**src/rtl/eac_pkg.sv**
```systemverilog
// Package for the acknowledge-terminated external bus cycle controller.
// Assumes one system bus clock; all configuration arrives as plain ports.
package eac_pkg;
  localparam int unsigned         ADDR_W           = 24;
  localparam int unsigned         DATA_W           = 16;
  localparam int unsigned         BYTE_W           = 2;
  localparam int unsigned         GRP_W            = 3;
  localparam int unsigned         DLY_W            = 4;
  localparam int unsigned         WSC_W            = 6;
  localparam int unsigned         CTRL_W           = 16;
  localparam int unsigned         TMO_W            = 10;
  // Acknowledge group number and timeout count
  localparam logic [GRP_W-1:0]    ACK_GROUP        = 3'h5;
  localparam logic [TMO_W-1:0]    TIMEOUT_COUNT    = 10'h3fe;
  // Wait-state count value that hands termination to the external acknowledge
  localparam logic [WSC_W-1:0]    WSC_EXT_ACK      = 6'h3f;
  localparam int unsigned         READ_BYTE_CTL_BIT = 11;
  localparam logic                ACK_ASSERTED     = 1'b0;
  localparam logic                RW_WRITE         = 1'b0;
  localparam logic                RW_READ          = 1'b1;
  localparam logic [DLY_W-1:0]    DLY_ZERO         = 4'h0;
  localparam logic [TMO_W-1:0]    TMO_ZERO         = 10'h000;
  localparam logic [TMO_W-1:0]    TMO_ONE          = 10'h001;
  localparam logic [WSC_W-1:0]    WSC_ONE          = 6'h01;
  localparam logic [7:0]          SEL_NONE         = 8'hff;

  typedef enum logic [1:0]
  {
    ST_IDLE = 2'b00,
    ST_WAIT = 2'b01,
    ST_DONE = 2'b10
  } eac_state_e;
endpackage : eac_pkg

```
**src/rtl/eac_cycle_ctrl.sv**
```systemverilog
// External bus cycle controller for chip-select groups with acknowledge support.
// Assumes requester holds request fields stable until done or error is seen.
// Notes on behaviour
// - Timeout error after 1022 clocks awaiting acknowledge
// - Only group five honours external acknowledge
// - Acknowledge is active low
// - Read strobes delayed by output-enable field
// - Read byte strobes only when control bit clear
// - Read: address and select at first clock
// - Write: select and strobes use delay fields
// - Write: address and write level at first
// - Internal wait states end cycle without acknowledge
// - All bus outputs launched from system clock
// - Read byte control sits at bit 11
`timescale 1ns/1ps
module eac_cycle_ctrl
  import eac_pkg::*;
(
  input  wire logic                        MCLK_IN,
  input  wire logic                        RST_N_IN,
  input  wire logic                        REQ_IN,
  input  wire logic                        REQ_WRITE_IN,
  input  wire logic [eac_pkg::GRP_W-1:0]   REQ_GROUP_IN,
  input  wire logic [eac_pkg::ADDR_W-1:0]  REQ_ADDR_IN,
  input  wire logic [eac_pkg::DATA_W-1:0]  REQ_WDATA_IN,
  input  wire logic [eac_pkg::BYTE_W-1:0]  REQ_BYTES_IN,
  input  wire logic [eac_pkg::CTRL_W-1:0]  ACK_GROUP_CTRL_LOW_IN,
  input  wire logic [eac_pkg::DLY_W-1:0]   OE_ASSERT_DELAY_IN,
  input  wire logic [eac_pkg::DLY_W-1:0]   SELECT_ASSERT_DELAY_IN,
  input  wire logic [eac_pkg::DLY_W-1:0]   WRITE_STROBE_ASSERT_DELAY_IN,
  input  wire logic [eac_pkg::WSC_W-1:0]   WAIT_STATE_COUNT_IN,
  input  wire logic                        ACK_SOURCE_SELECT_IN,
  input  wire logic                        EXT_ACK_N_IN,
  input  wire logic [eac_pkg::DATA_W-1:0]  EXT_RDATA_IN,
  output logic      [eac_pkg::ADDR_W-1:0]  EXT_ADDR_OUT,
  output logic      [7:0]                  CHIP_SEL_N_OUT,
  output logic                             EXT_RW_OUT,
  output logic                             EXT_OE_N_OUT,
  output logic      [eac_pkg::BYTE_W-1:0]  BYTE_STROBE_N_OUT,
  output logic      [eac_pkg::DATA_W-1:0]  EXT_WDATA_OUT,
  output logic                             EXT_WDATA_OE_OUT,
  output logic                             REQ_DONE_OUT,
  output logic                             REQ_ERROR_OUT,
  output logic      [eac_pkg::DATA_W-1:0]  REQ_RDATA_OUT,
  output logic                             BUSY_OUT
);
  import eac_pkg::*;

  eac_state_e             state_q, state_d;
  logic [ADDR_W-1:0]      addr_q, addr_d;
  logic [7:0]             sel_q, sel_d;
  logic                   rw_q, rw_d;
  logic                   oe_q, oe_d;
  logic [BYTE_W-1:0]      bs_q, bs_d;
  logic [DATA_W-1:0]      wd_q, wd_d;
  logic                   wdoe_q, wdoe_d;
  logic                   done_q, done_d;
  logic                   err_q, err_d;
  logic [DATA_W-1:0]      rd_q, rd_d;
  logic                   wr_q, wr_d;
  logic                   ext_q, ext_d;
  logic [GRP_W-1:0]       grp_q, grp_d;
  logic [BYTE_W-1:0]      bytes_q, bytes_d;
  logic [DLY_W-1:0]       elap_q, elap_d;
  logic [WSC_W-1:0]       wcnt_q, wcnt_d;
  logic                   busy_q, busy_d;
  logic                   tmo_start;
  logic                   tmo_run;
  logic                   tmo_expired;
  logic                   ack_seen;
  logic                   read_bs_ok;

  // One-hot active-low select for a group number
  function automatic logic [7:0] group_sel_n(input logic [GRP_W-1:0] g);
    logic [7:0] s;
    s    = SEL_NONE;
    s[g] = 1'b0;
    return s;
  endfunction : group_sel_n

  // Acknowledge only counts when low, and only as an external-ack cycle
  assign ack_seen   = ext_q && (EXT_ACK_N_IN == ACK_ASSERTED);
  assign read_bs_ok = !ACK_GROUP_CTRL_LOW_IN[READ_BYTE_CTL_BIT];
  assign tmo_start  = (state_q == ST_IDLE) && REQ_IN;
  assign tmo_run    = (state_q == ST_WAIT) && ext_q && !ack_seen;

  eac_timeout u_timeout
  (
    .clk_in      (MCLK_IN),
    .rst_n_in    (RST_N_IN),
    .start_in    (tmo_start),
    .run_in      (tmo_run),
    .expired_out (tmo_expired)
  );

  always_comb
  begin
    state_d = state_q;
    addr_d  = addr_q;
    sel_d   = sel_q;
    rw_d    = rw_q;
    oe_d    = oe_q;
    bs_d    = bs_q;
    wd_d    = wd_q;
    wdoe_d  = wdoe_q;
    done_d  = 1'b0;
    err_d   = 1'b0;
    rd_d    = rd_q;
    wr_d    = wr_q;
    ext_d   = ext_q;
    grp_d   = grp_q;
    bytes_d = bytes_q;
    elap_d  = elap_q;
    wcnt_d  = wcnt_q;
    case (state_q)
      ST_IDLE:
      begin
        if (REQ_IN)
        begin
          addr_d  = REQ_ADDR_IN;
          wr_d    = REQ_WRITE_IN;
          grp_d   = REQ_GROUP_IN;
          bytes_d = REQ_BYTES_IN;
          wd_d    = REQ_WDATA_IN;
          elap_d  = DLY_ZERO;
          wcnt_d  = WAIT_STATE_COUNT_IN;
          // External ack only for the ack group with ack-mode wait count
          ext_d   = (REQ_GROUP_IN == ACK_GROUP) && !ACK_SOURCE_SELECT_IN
                    && (WAIT_STATE_COUNT_IN == WSC_EXT_ACK);
          rw_d    = REQ_WRITE_IN ? RW_WRITE : RW_READ;
          wdoe_d  = REQ_WRITE_IN;
          // Reads select at once; writes may hold off select
          if (!REQ_WRITE_IN || (SELECT_ASSERT_DELAY_IN == DLY_ZERO))
          begin
            sel_d = group_sel_n(REQ_GROUP_IN);
          end
          state_d = ST_WAIT;
        end
      end
      ST_WAIT:
      begin
        if (elap_q != {DLY_W{1'b1}})
        begin
          elap_d = elap_q + 1'b1;
        end
        if (wr_q && (elap_d >= SELECT_ASSERT_DELAY_IN))
        begin
          sel_d = group_sel_n(grp_q);
        end
        if (wr_q && (elap_d >= WRITE_STROBE_ASSERT_DELAY_IN))
        begin
          bs_d = ~bytes_q;
        end
        if (!wr_q && (elap_d >= OE_ASSERT_DELAY_IN))
        begin
          oe_d = 1'b0;
          if (read_bs_ok)
          begin
            bs_d = ~bytes_q;
          end
        end
        if (ext_q)
        begin
          if (ack_seen)
          begin
            rd_d    = EXT_RDATA_IN;
            done_d  = 1'b1;
            state_d = ST_DONE;
          end
          else if (tmo_expired)
          begin
            err_d   = 1'b1;
            state_d = ST_DONE;
          end
        end
        else if (wcnt_q <= WSC_ONE)
        begin
          rd_d    = EXT_RDATA_IN;
          done_d  = 1'b1;
          state_d = ST_DONE;
        end
        else
        begin
          wcnt_d = wcnt_q - WSC_ONE;
        end
      end
      ST_DONE:
      begin
        sel_d   = SEL_NONE;
        rw_d    = RW_READ;
        oe_d    = 1'b1;
        bs_d    = {BYTE_W{1'b1}};
        wdoe_d  = 1'b0;
        state_d = ST_IDLE;
      end
      default:
      begin
        state_d = ST_IDLE;
      end
    endcase
    // Busy follows the next state so it rises on the taking edge
    busy_d = (state_d != ST_IDLE);
  end

  // Every bus control launches from the system clock edge
  always_ff @(posedge MCLK_IN or negedge RST_N_IN)
  begin
    if (!RST_N_IN)
    begin
      state_q <= ST_IDLE;
      addr_q  <= '0;
      sel_q   <= SEL_NONE;
      rw_q    <= RW_READ;
      oe_q    <= 1'b1;
      bs_q    <= {BYTE_W{1'b1}};
      wd_q    <= '0;
      wdoe_q  <= 1'b0;
      done_q  <= 1'b0;
      err_q   <= 1'b0;
      rd_q    <= '0;
      wr_q    <= 1'b0;
      ext_q   <= 1'b0;
      grp_q   <= '0;
      bytes_q <= '0;
      elap_q  <= DLY_ZERO;
      wcnt_q  <= '0;
      busy_q  <= 1'b0;
    end
    else
    begin
      state_q <= state_d;
      addr_q  <= addr_d;
      sel_q   <= sel_d;
      rw_q    <= rw_d;
      oe_q    <= oe_d;
      bs_q    <= bs_d;
      wd_q    <= wd_d;
      wdoe_q  <= wdoe_d;
      done_q  <= done_d;
      err_q   <= err_d;
      rd_q    <= rd_d;
      wr_q    <= wr_d;
      ext_q   <= ext_d;
      grp_q   <= grp_d;
      bytes_q <= bytes_d;
      elap_q  <= elap_d;
      wcnt_q  <= wcnt_d;
      busy_q  <= busy_d;
    end
  end

  assign EXT_ADDR_OUT      = addr_q;
  assign CHIP_SEL_N_OUT    = sel_q;
  assign EXT_RW_OUT        = rw_q;
  assign EXT_OE_N_OUT      = oe_q;
  assign BYTE_STROBE_N_OUT = bs_q;
  assign EXT_WDATA_OUT     = wd_q;
  assign EXT_WDATA_OE_OUT  = wdoe_q;
  assign REQ_DONE_OUT      = done_q;
  assign REQ_ERROR_OUT     = err_q;
  assign REQ_RDATA_OUT     = rd_q;
  assign BUSY_OUT          = busy_q;
endmodule : eac_cycle_ctrl

```
**src/rtl/eac_timeout.sv**
```systemverilog
// Bus timeout monitor: counts clocks while an acknowledge-terminated cycle waits.
// Assumes start is a one-cycle pulse and run is held while the cycle waits.
`timescale 1ns/1ps
module eac_timeout
  import eac_pkg::*;
(
  input  wire logic clk_in,
  input  wire logic rst_n_in,
  input  wire logic start_in,
  input  wire logic run_in,
  output logic      expired_out
);
  logic [TMO_W-1:0] cnt_q;
  logic [TMO_W-1:0] cnt_d;
  logic             exp_q;
  logic             exp_d;

  always_comb
  begin
    cnt_d = cnt_q;
    exp_d = 1'b0;
    if (start_in)
    begin
      cnt_d = TMO_ZERO;
    end
    else if (run_in && !exp_q)
    begin
      cnt_d = cnt_q + TMO_ONE;
      exp_d = (cnt_d == TIMEOUT_COUNT);
    end
  end

  always_ff @(posedge clk_in or negedge rst_n_in)
  begin
    if (!rst_n_in)
    begin
      cnt_q <= TMO_ZERO;
      exp_q <= 1'b0;
    end
    else
    begin
      cnt_q <= cnt_d;
      exp_q <= exp_d;
    end
  end

  assign expired_out = exp_q;
endmodule : eac_timeout

```
**config.mk**
```make
export PLATFORM = sky130hd
export DESIGN_NAME = eac_cycle_ctrl
export DESIGN_NICKNAME = d
export VERILOG_FILES = /design/src/rtl/eac_pkg.sv /design/src/rtl/eac_cycle_ctrl.sv /design/src/rtl/eac_timeout.sv
export SDC_FILE = /design/constraint.sdc
export NUM_CORES = 1
export LEC_CHECK = 0
export BUFFER_PORTS_ARGS = -buffer_cell sky130_fd_sc_hd__buf_2
export CORE_UTILIZATION = 53
export CTS_CLUSTER_SIZE = 25
export DETAILED_ROUTE_END_ITERATION = 6
export HOLD_SLACK_MARGIN = 0.03
export PLACE_DENSITY = 0.93
export SLEW_MARGIN = 20
export SYNTH_ARGS = -nofsm -noshare
export SYNTH_HDL_FRONTEND = slang
export SYNTH_HIERARCHICAL = 1
export SYNTH_SLANG_ARGS = --single-unit
export TNS_END_PERCENT = 20
```
**constraint.sdc**
```tcl
create_clock -name MCLK_IN -period 6.6 [get_ports MCLK_IN]
set_input_delay 0.66 -clock MCLK_IN [delete_from_list [all_inputs] [get_ports MCLK_IN]]
set_output_delay 0.66 -clock MCLK_IN [all_outputs]
set_load 0.01 [all_outputs]
```
* Word-level counts from Yosys, hierarchy flattened
Cells that the tools add are included.
Word-level totals: register bits after elaboration 102, bits of input ports 101, output and inout bits 72, word-level logic and storage cells 130
Cells by class: $add $sub $neg 3, magnitude comparators 8, equal/unequal tests 13, mux-type cells 48, bitwise logic cells 4, reduce and logical (&&, ||, !) cells 34
Operators with widths (number):
- $mux W16 | 3
- $mux W8 | 3
- $pmux W8 S3 | 1
- $mux W10 | 2
- $mux W6 | 3
- $mux W1 | 16
- $mux W2 | 8
- $not A8 Y8 | 2
- $ge A4 B4 Y1 | 3
- $logic_and A1 B1 Y1 | 12
- $mux W4 | 3
- $pmux W6 S2 | 1
- $reduce_bool A2 Y1 | 6
- $add A10 B1 Y10 const B | 1
- $eq A10 B10 Y1 const B | 1
- $lt A3 B4 Y1 const B | 2
- $ne A2 B1 Y1 const B | 4
- $pmux W2 S2 | 2
- $pmux W4 S2 | 1
- $reduce_and A2 Y1 | 4
- $reduce_and A4 Y1 | 2
- $demux W1 S3 | 2
- $eq A6 B6 Y1 const B | 1
- $ge A3 B1 Y1 const B | 2
- other kinds (17) | 25

* Depth between registers and ports, before layout
depth in word-level cells 9, depth in mapped cells 10, gate-level depth less buffers 9

* By module
Netlist, hierarchy kept.
By module, submodules not included:
- eac_cycle_ctrl | instances 1, cells an instance 451, area an instance 4369.2 um^2, seq. area each 2292.2 um^2
- eac_timeout | instances 1, cells an instance 66, area an instance 636.9 um^2, seq. area each 275.3 um^2

* Worst setup path after synthesis
No wires, ideal clock.
path type reg2reg, start register elap_q[0], end register bs_q[1] (netlist: BYTE_STROBE_N_OUT[1]), setup time 94 ps, arrival 2484 ps, data required time 6506 ps, setup slack 4022 ps, cell stages (with the launch flop) 9, path buffers 0, period minus slack after synthesis 2578 ps, cell sequence dfrtp_1 ha_1 nand3_1 mux2_2 ha_1 a2111oi_2 nor4_1 or2_2 a311oi_1
Between the ends: cells in the longest elaborated chain, start to end 9, elaborated cells between the ends (all ways) 12, those cells by class add/sub: 1; order compare: 2; eq/ne: 1; mux: 6; reduce/logical: 2
Ends and longest elaborated chain:
- start, declared | RTL line eac_cycle_ctrl.sv:64 | logic [DLY_W-1:0] elap_q, elap_d;
- start signal, assigned | RTL line eac_cycle_ctrl.sv:246 | elap_q <= elap_d;
- $add A4 B1 Y4 / $ne A4 B4 Y1 (equally long branches) | RTL line eac_cycle_ctrl.sv:144, eac_cycle_ctrl.sv:142
- $mux W4 * | RTL line eac_cycle_ctrl.sv:142 | if (elap_q != {DLY_W{1'b1}})
- $mux W4 * | RTL line eac_cycle_ctrl.sv:115 | case (state_q)
- $ge A4 B4 Y1 | RTL line eac_cycle_ctrl.sv:150 | if (wr_q && (elap_d >= WRITE_STROBE_ASSERT_DELAY_IN))
- $logic_and A1 B1 Y1 | RTL line eac_cycle_ctrl.sv:150
- $mux W2 | RTL line eac_cycle_ctrl.sv:150
- $mux W2 | RTL line eac_cycle_ctrl.sv:157 | if (read_bs_ok)
- $mux W2 * | RTL line eac_cycle_ctrl.sv:154 | if (!wr_q && (elap_d >= OE_ASSERT_DELAY_IN))
- $pmux W2 S2 * | RTL line eac_cycle_ctrl.sv:115
- end signal, assigned | RTL line eac_cycle_ctrl.sv:215 | bs_q <= {BYTE_W{1'b1}};
- end signal, assigned | RTL line eac_cycle_ctrl.sv:236 | bs_q <= bs_d;
- end, declared | RTL line eac_cycle_ctrl.sv:54 | logic [BYTE_W-1:0] bs_q, bs_d;
Mark *: on every way between the ends. The rest lies on a longest branch, timed or not. The select of a mux whose other input is x is not followed. A chain may end at the register's enable or synchronous reset.

* Worst setup path in the final report
start register state_q[1], end register u_timeout.cnt_q[3]
Between the ends: cells in the longest elaborated chain, start to end 5, elaborated cells between the ends (all ways) 8, those cells by class eq/ne: 1; mux: 1; reduce/logical: 6
Ends and longest elaborated chain:
- start, declared | RTL line eac_cycle_ctrl.sv:49 | eac_state_e state_q, state_d;
- start signal, assigned | RTL line eac_cycle_ctrl.sv:231 | state_q <= state_d;
- $eq A2 B1 Y1 | RTL line eac_cycle_ctrl.sv:85 | assign tmo_run = (state_q == ST_WAIT) && ext_q && !ack_seen;
- $logic_and A1 B1 Y1 (2 in series) | RTL line eac_cycle_ctrl.sv:85
- net tmo_run | RTL line eac_cycle_ctrl.sv:68 | logic tmo_run;
- $logic_and A1 B1 Y1 | RTL line eac_timeout.sv:26 | else if (run_in && !exp_q)
- $reduce_bool A2 Y1 (no line)
- end signal, assigned | RTL line eac_timeout.sv:42 | cnt_q <= cnt_d;
- end, declared | RTL line eac_timeout.sv:13 | logic [TMO_W-1:0] cnt_q;
The timed path passes the listed nets, and every way through them passes these cells.

==> run_results.csv <==
group,metric,value,unit
run,max_cap_viol_count,0,
die,initial_core_util,0.544,
die,io_pins,173,
die,die_area,9840,sq um
placed_design,numPortBuffers,157,
cells_and_area,nFillCells,740,
worst_setup_path,cp-startpoint,"state_q[1]$_DFF_PN0_",
global_routing,antenna_found_initial,0,
clock_network,cts_tree,"done",
route,drtIter0Drc,130,
sta,hold_violations,0,
clock_network,htreeDepth,3,
global_routing,grt_pass1_wl,19.4,mm
yosys,synth_top_cell_area_share,0.450,
yosys,synth_area,5010,sq um
route,viasPerCell,5.49,
worst_setup_path,crit_fanout,26,
power,leakage,3.21,nW
route,routedWlPerCell,15.1,um
worst_setup_path,cp-start-kind,"register",
min_path,hp-class,"input port to asynchronous set/reset pin",
global_routing,grt_overflow_total,0,
clock_network,clock_latency,0.36,ns
die,die_x,99.2,um
sta,postLayoutSetupSlackWorst,3.58,ns
yosys,yosys_warnings,6,
sta,slew_viol_final,0,
clock_network,ctsHoldBuffers,0,
global_routing,first_global_vias,4303,
route,detail-route-antenna-nets,0,
route,drcViolationCount,0,
placed_design,placed_cell_area,5850,sq um
clock_network,cts.clk_slew.worst_paths,0.10,ns
sta,fmaxAchievable,332,MHz
yosys,ys.flop_type,"dfrtp_1",
cells_and_area,nets,787,
yosys,synth_top_area_cell,"dfrtp_1",
worst_setup_path,rr_worst_depth,8,
route,vias,4284,
placed_design,place_ws,3.63,ns
yosys,synth.most_common_cell,"nand2_1",
route,first_pass_iters,4,
placed_design,globalplace.congestion,0.796,
cells_and_area,fin_area,6050,sq um
clock_network,cts_buffers,9,
sta,relSlewSlack,0.320,
worst_setup_path,r2r_start,"state_q[1]$_DFF_PN0_",
clock_network,ctsResizeCount,0,
power,p_per_area,419,nW/um^2
clock_network,cts_buffer_depth,2,
yosys,synth_commonest_cells,"nand2_1, dfrtp_1, nor2_1",
placed_design,hpwl,8.45,mm
yosys,synth_nets,639,
yosys,avgSynthCellArea,9.68,sq um
worst_setup_path,crit_path_end,"u_timeout/cnt_q[3]$_DFFE_PN0P_",
sta,setup_tns,0,ns
sta,rsz0062_at_grt,"no",
global_routing,grt_usage,0.246,
cells_and_area,syn_to_final_growth,20.8,%
worst_setup_path,end_kind,"register",
yosys,ys_seq_elements,102,
yosys,async_flop_share,1.00,
yosys,synth_seq_area_share,0.513,
sta,finalSetupViolCount,0,
sta,finalCritPeriodShare,0.457,
die,fp-row-count,35,
clock_network,cts.sinks,102,
yosys,yosys-top-cells-area,"dfrtp_1, nand2_1, dfstp_2",
yosys,synth_cells,517,
global_routing,grt_max_degree,60,
worst_setup_path,required,6.80,ns
worst_setup_path,timing.rr.end,"u_timeout/cnt_q[3]$_DFFE_PN0P_",
sta,period_needed,3.02,ns
worst_setup_path,cp.arrival,3.22,ns
sta,clock-skew-final,0.0150,ns
clock_network,post_cts_buffers,0,
die,fp.dieH,99.2,um
worst_setup_path,reg2reg_setup_slack,3.58,ns
outcome,status,"completed",
cells_and_area,drive_gt1_frac,0.333,
power,p_total,2.53,mW
yosys,ys_types,63,
power,ir_drop,0.199,mV
sta,worst_pin_slew,1.02,ns
clock_network,root_buffer,"clkbuf_8",
die,core_area,9200,sq um
cells_and_area,diodes,0,
worst_setup_path,path_class,"register to register",
yosys,synth_edf_count,0,
route,totalWireLength,11.8,mm
## per-layer routing
layer / vias up / share of wire / global-route usage
met1: 2054 / 0.41 / 0.301
li1: 2038 / - / -
met4: 0 / 0.024 / 0.109
met3: 35 / 0.055 / 0.0457
met5: - / 0 / 0
met2: 157 / 0.51 / 0.429
## per-stage QoR
step / util / instances / hold slack, ns
after floorplan: - / 517 / 0.364
after detailed placement: 0.637 / 765 / 0.435
after CTS: 0.657 / 781 / 0.343
final: 0.657 / 781 / 0.307
after global placement: 0.637 / 765 / 0.419
after global routing: 0.657 / 781 / 0.363
## cell type report
type                            instances  area (sq um)  share of cell area
Multi-Input combinational cell        369          2250               0.373
Timing Repair Buffer                  159           803               0.133
Sequential cell                       102          2570               0.425
Clock inverter                          5          60.1             0.00993
Inverter                               24          90.1              0.0149
Tap cell                              111           139              0.0230
Clock buffer                           11           131              0.0217
## worst max-delay path, stage by stage (launching register included)
cell,delay (ns)
dfrtp_1,0.42
inv_1,0.12
ha_1,0.75
inv_1,0.45
nor2_1,0.34
nor2b_1,0.40
nand4_1,0.17
xor2_1,0.17
nor2_1,0.05
## power by group
part	internal (mW)	switching [mW]
Sequential	0.883	0.166
Combinational	0.468	0.630
Clock	0.177	0.211
Total	1.53	1.01
## worst min-delay path by stage
stage / startpoint / endpoint / slack (ns)
final: RST_N_IN / REQ_RDATA_OUT[4]$_DFFE_PN0P_ / 0.31
after global routing: RST_N_IN / REQ_RDATA_OUT[6]$_DFFE_PN0P_ / 0.36
after CTS: RST_N_IN / REQ_RDATA_OUT[5]$_DFFE_PN0P_ / 0.34
after detailed placement: bytes_q[0]$_DFFE_PN0P_ / BYTE_STROBE_N_OUT[0]$_DFFE_PN1N_ / 0.44
after global placement: bytes_q[1]$_DFFE_PN0P_ / BYTE_STROBE_N_OUT[1]$_DFFE_PN1N_ / 0.42
after floorplan: RST_N_IN / BUSY_OUT$_DFF_PN0_ / 0.36
## cells by family after synthesis
family,count (synthesis),share of synthesized area
AOI/OAI and AO/OA,75,0.100
xor gates and xnor gates,11,0.0192
adders and majority gates,21,0.0525
buffers and inverters,46,0.0372
DFF,102,0.513
muxes,25,0.0630
and+or+nand+nor,237,0.215
## state kept, by name (all words and copies together), names as in the netlist, 3 cells and up
signal and count:
wcnt_q 6, CHIP_SEL_N_OUT 8, EXT_WDATA_OUT 16, EXT_ADDR_OUT 24, u_timeout/cnt_q 10, grp_q 3
REQ_RDATA_OUT 16, elap_q 4
## layout by cell type (no fill, tap or decap), types with 4 or more instances in the layout
| master | instances |
|---|---|
| a21oi_1 | 21 |
| buf_2 | 156 |
| clkbuf_8 | 9 |
| dfrtp_1 | 90 |
| dfstp_2 | 12 |
| ha_1 | 21 |
| inv_1 | 23 |
| mux2_2 | 16 |
| mux2_4 | 9 |
| nand2_1 | 151 |
| nand2b_1 | 6 |
| nand3_1 | 7 |
| nor2_1 | 28 |
| nor2b_1 | 4 |
| nor3_1 | 11 |
| nor4_1 | 4 |
| nor4b_1 | 4 |
| o21ai_0 | 17 |
| xnor2_1 | 6 |
| xor2_1 | 5 |
Note: power is estimated with default switching activity, not from simulation.
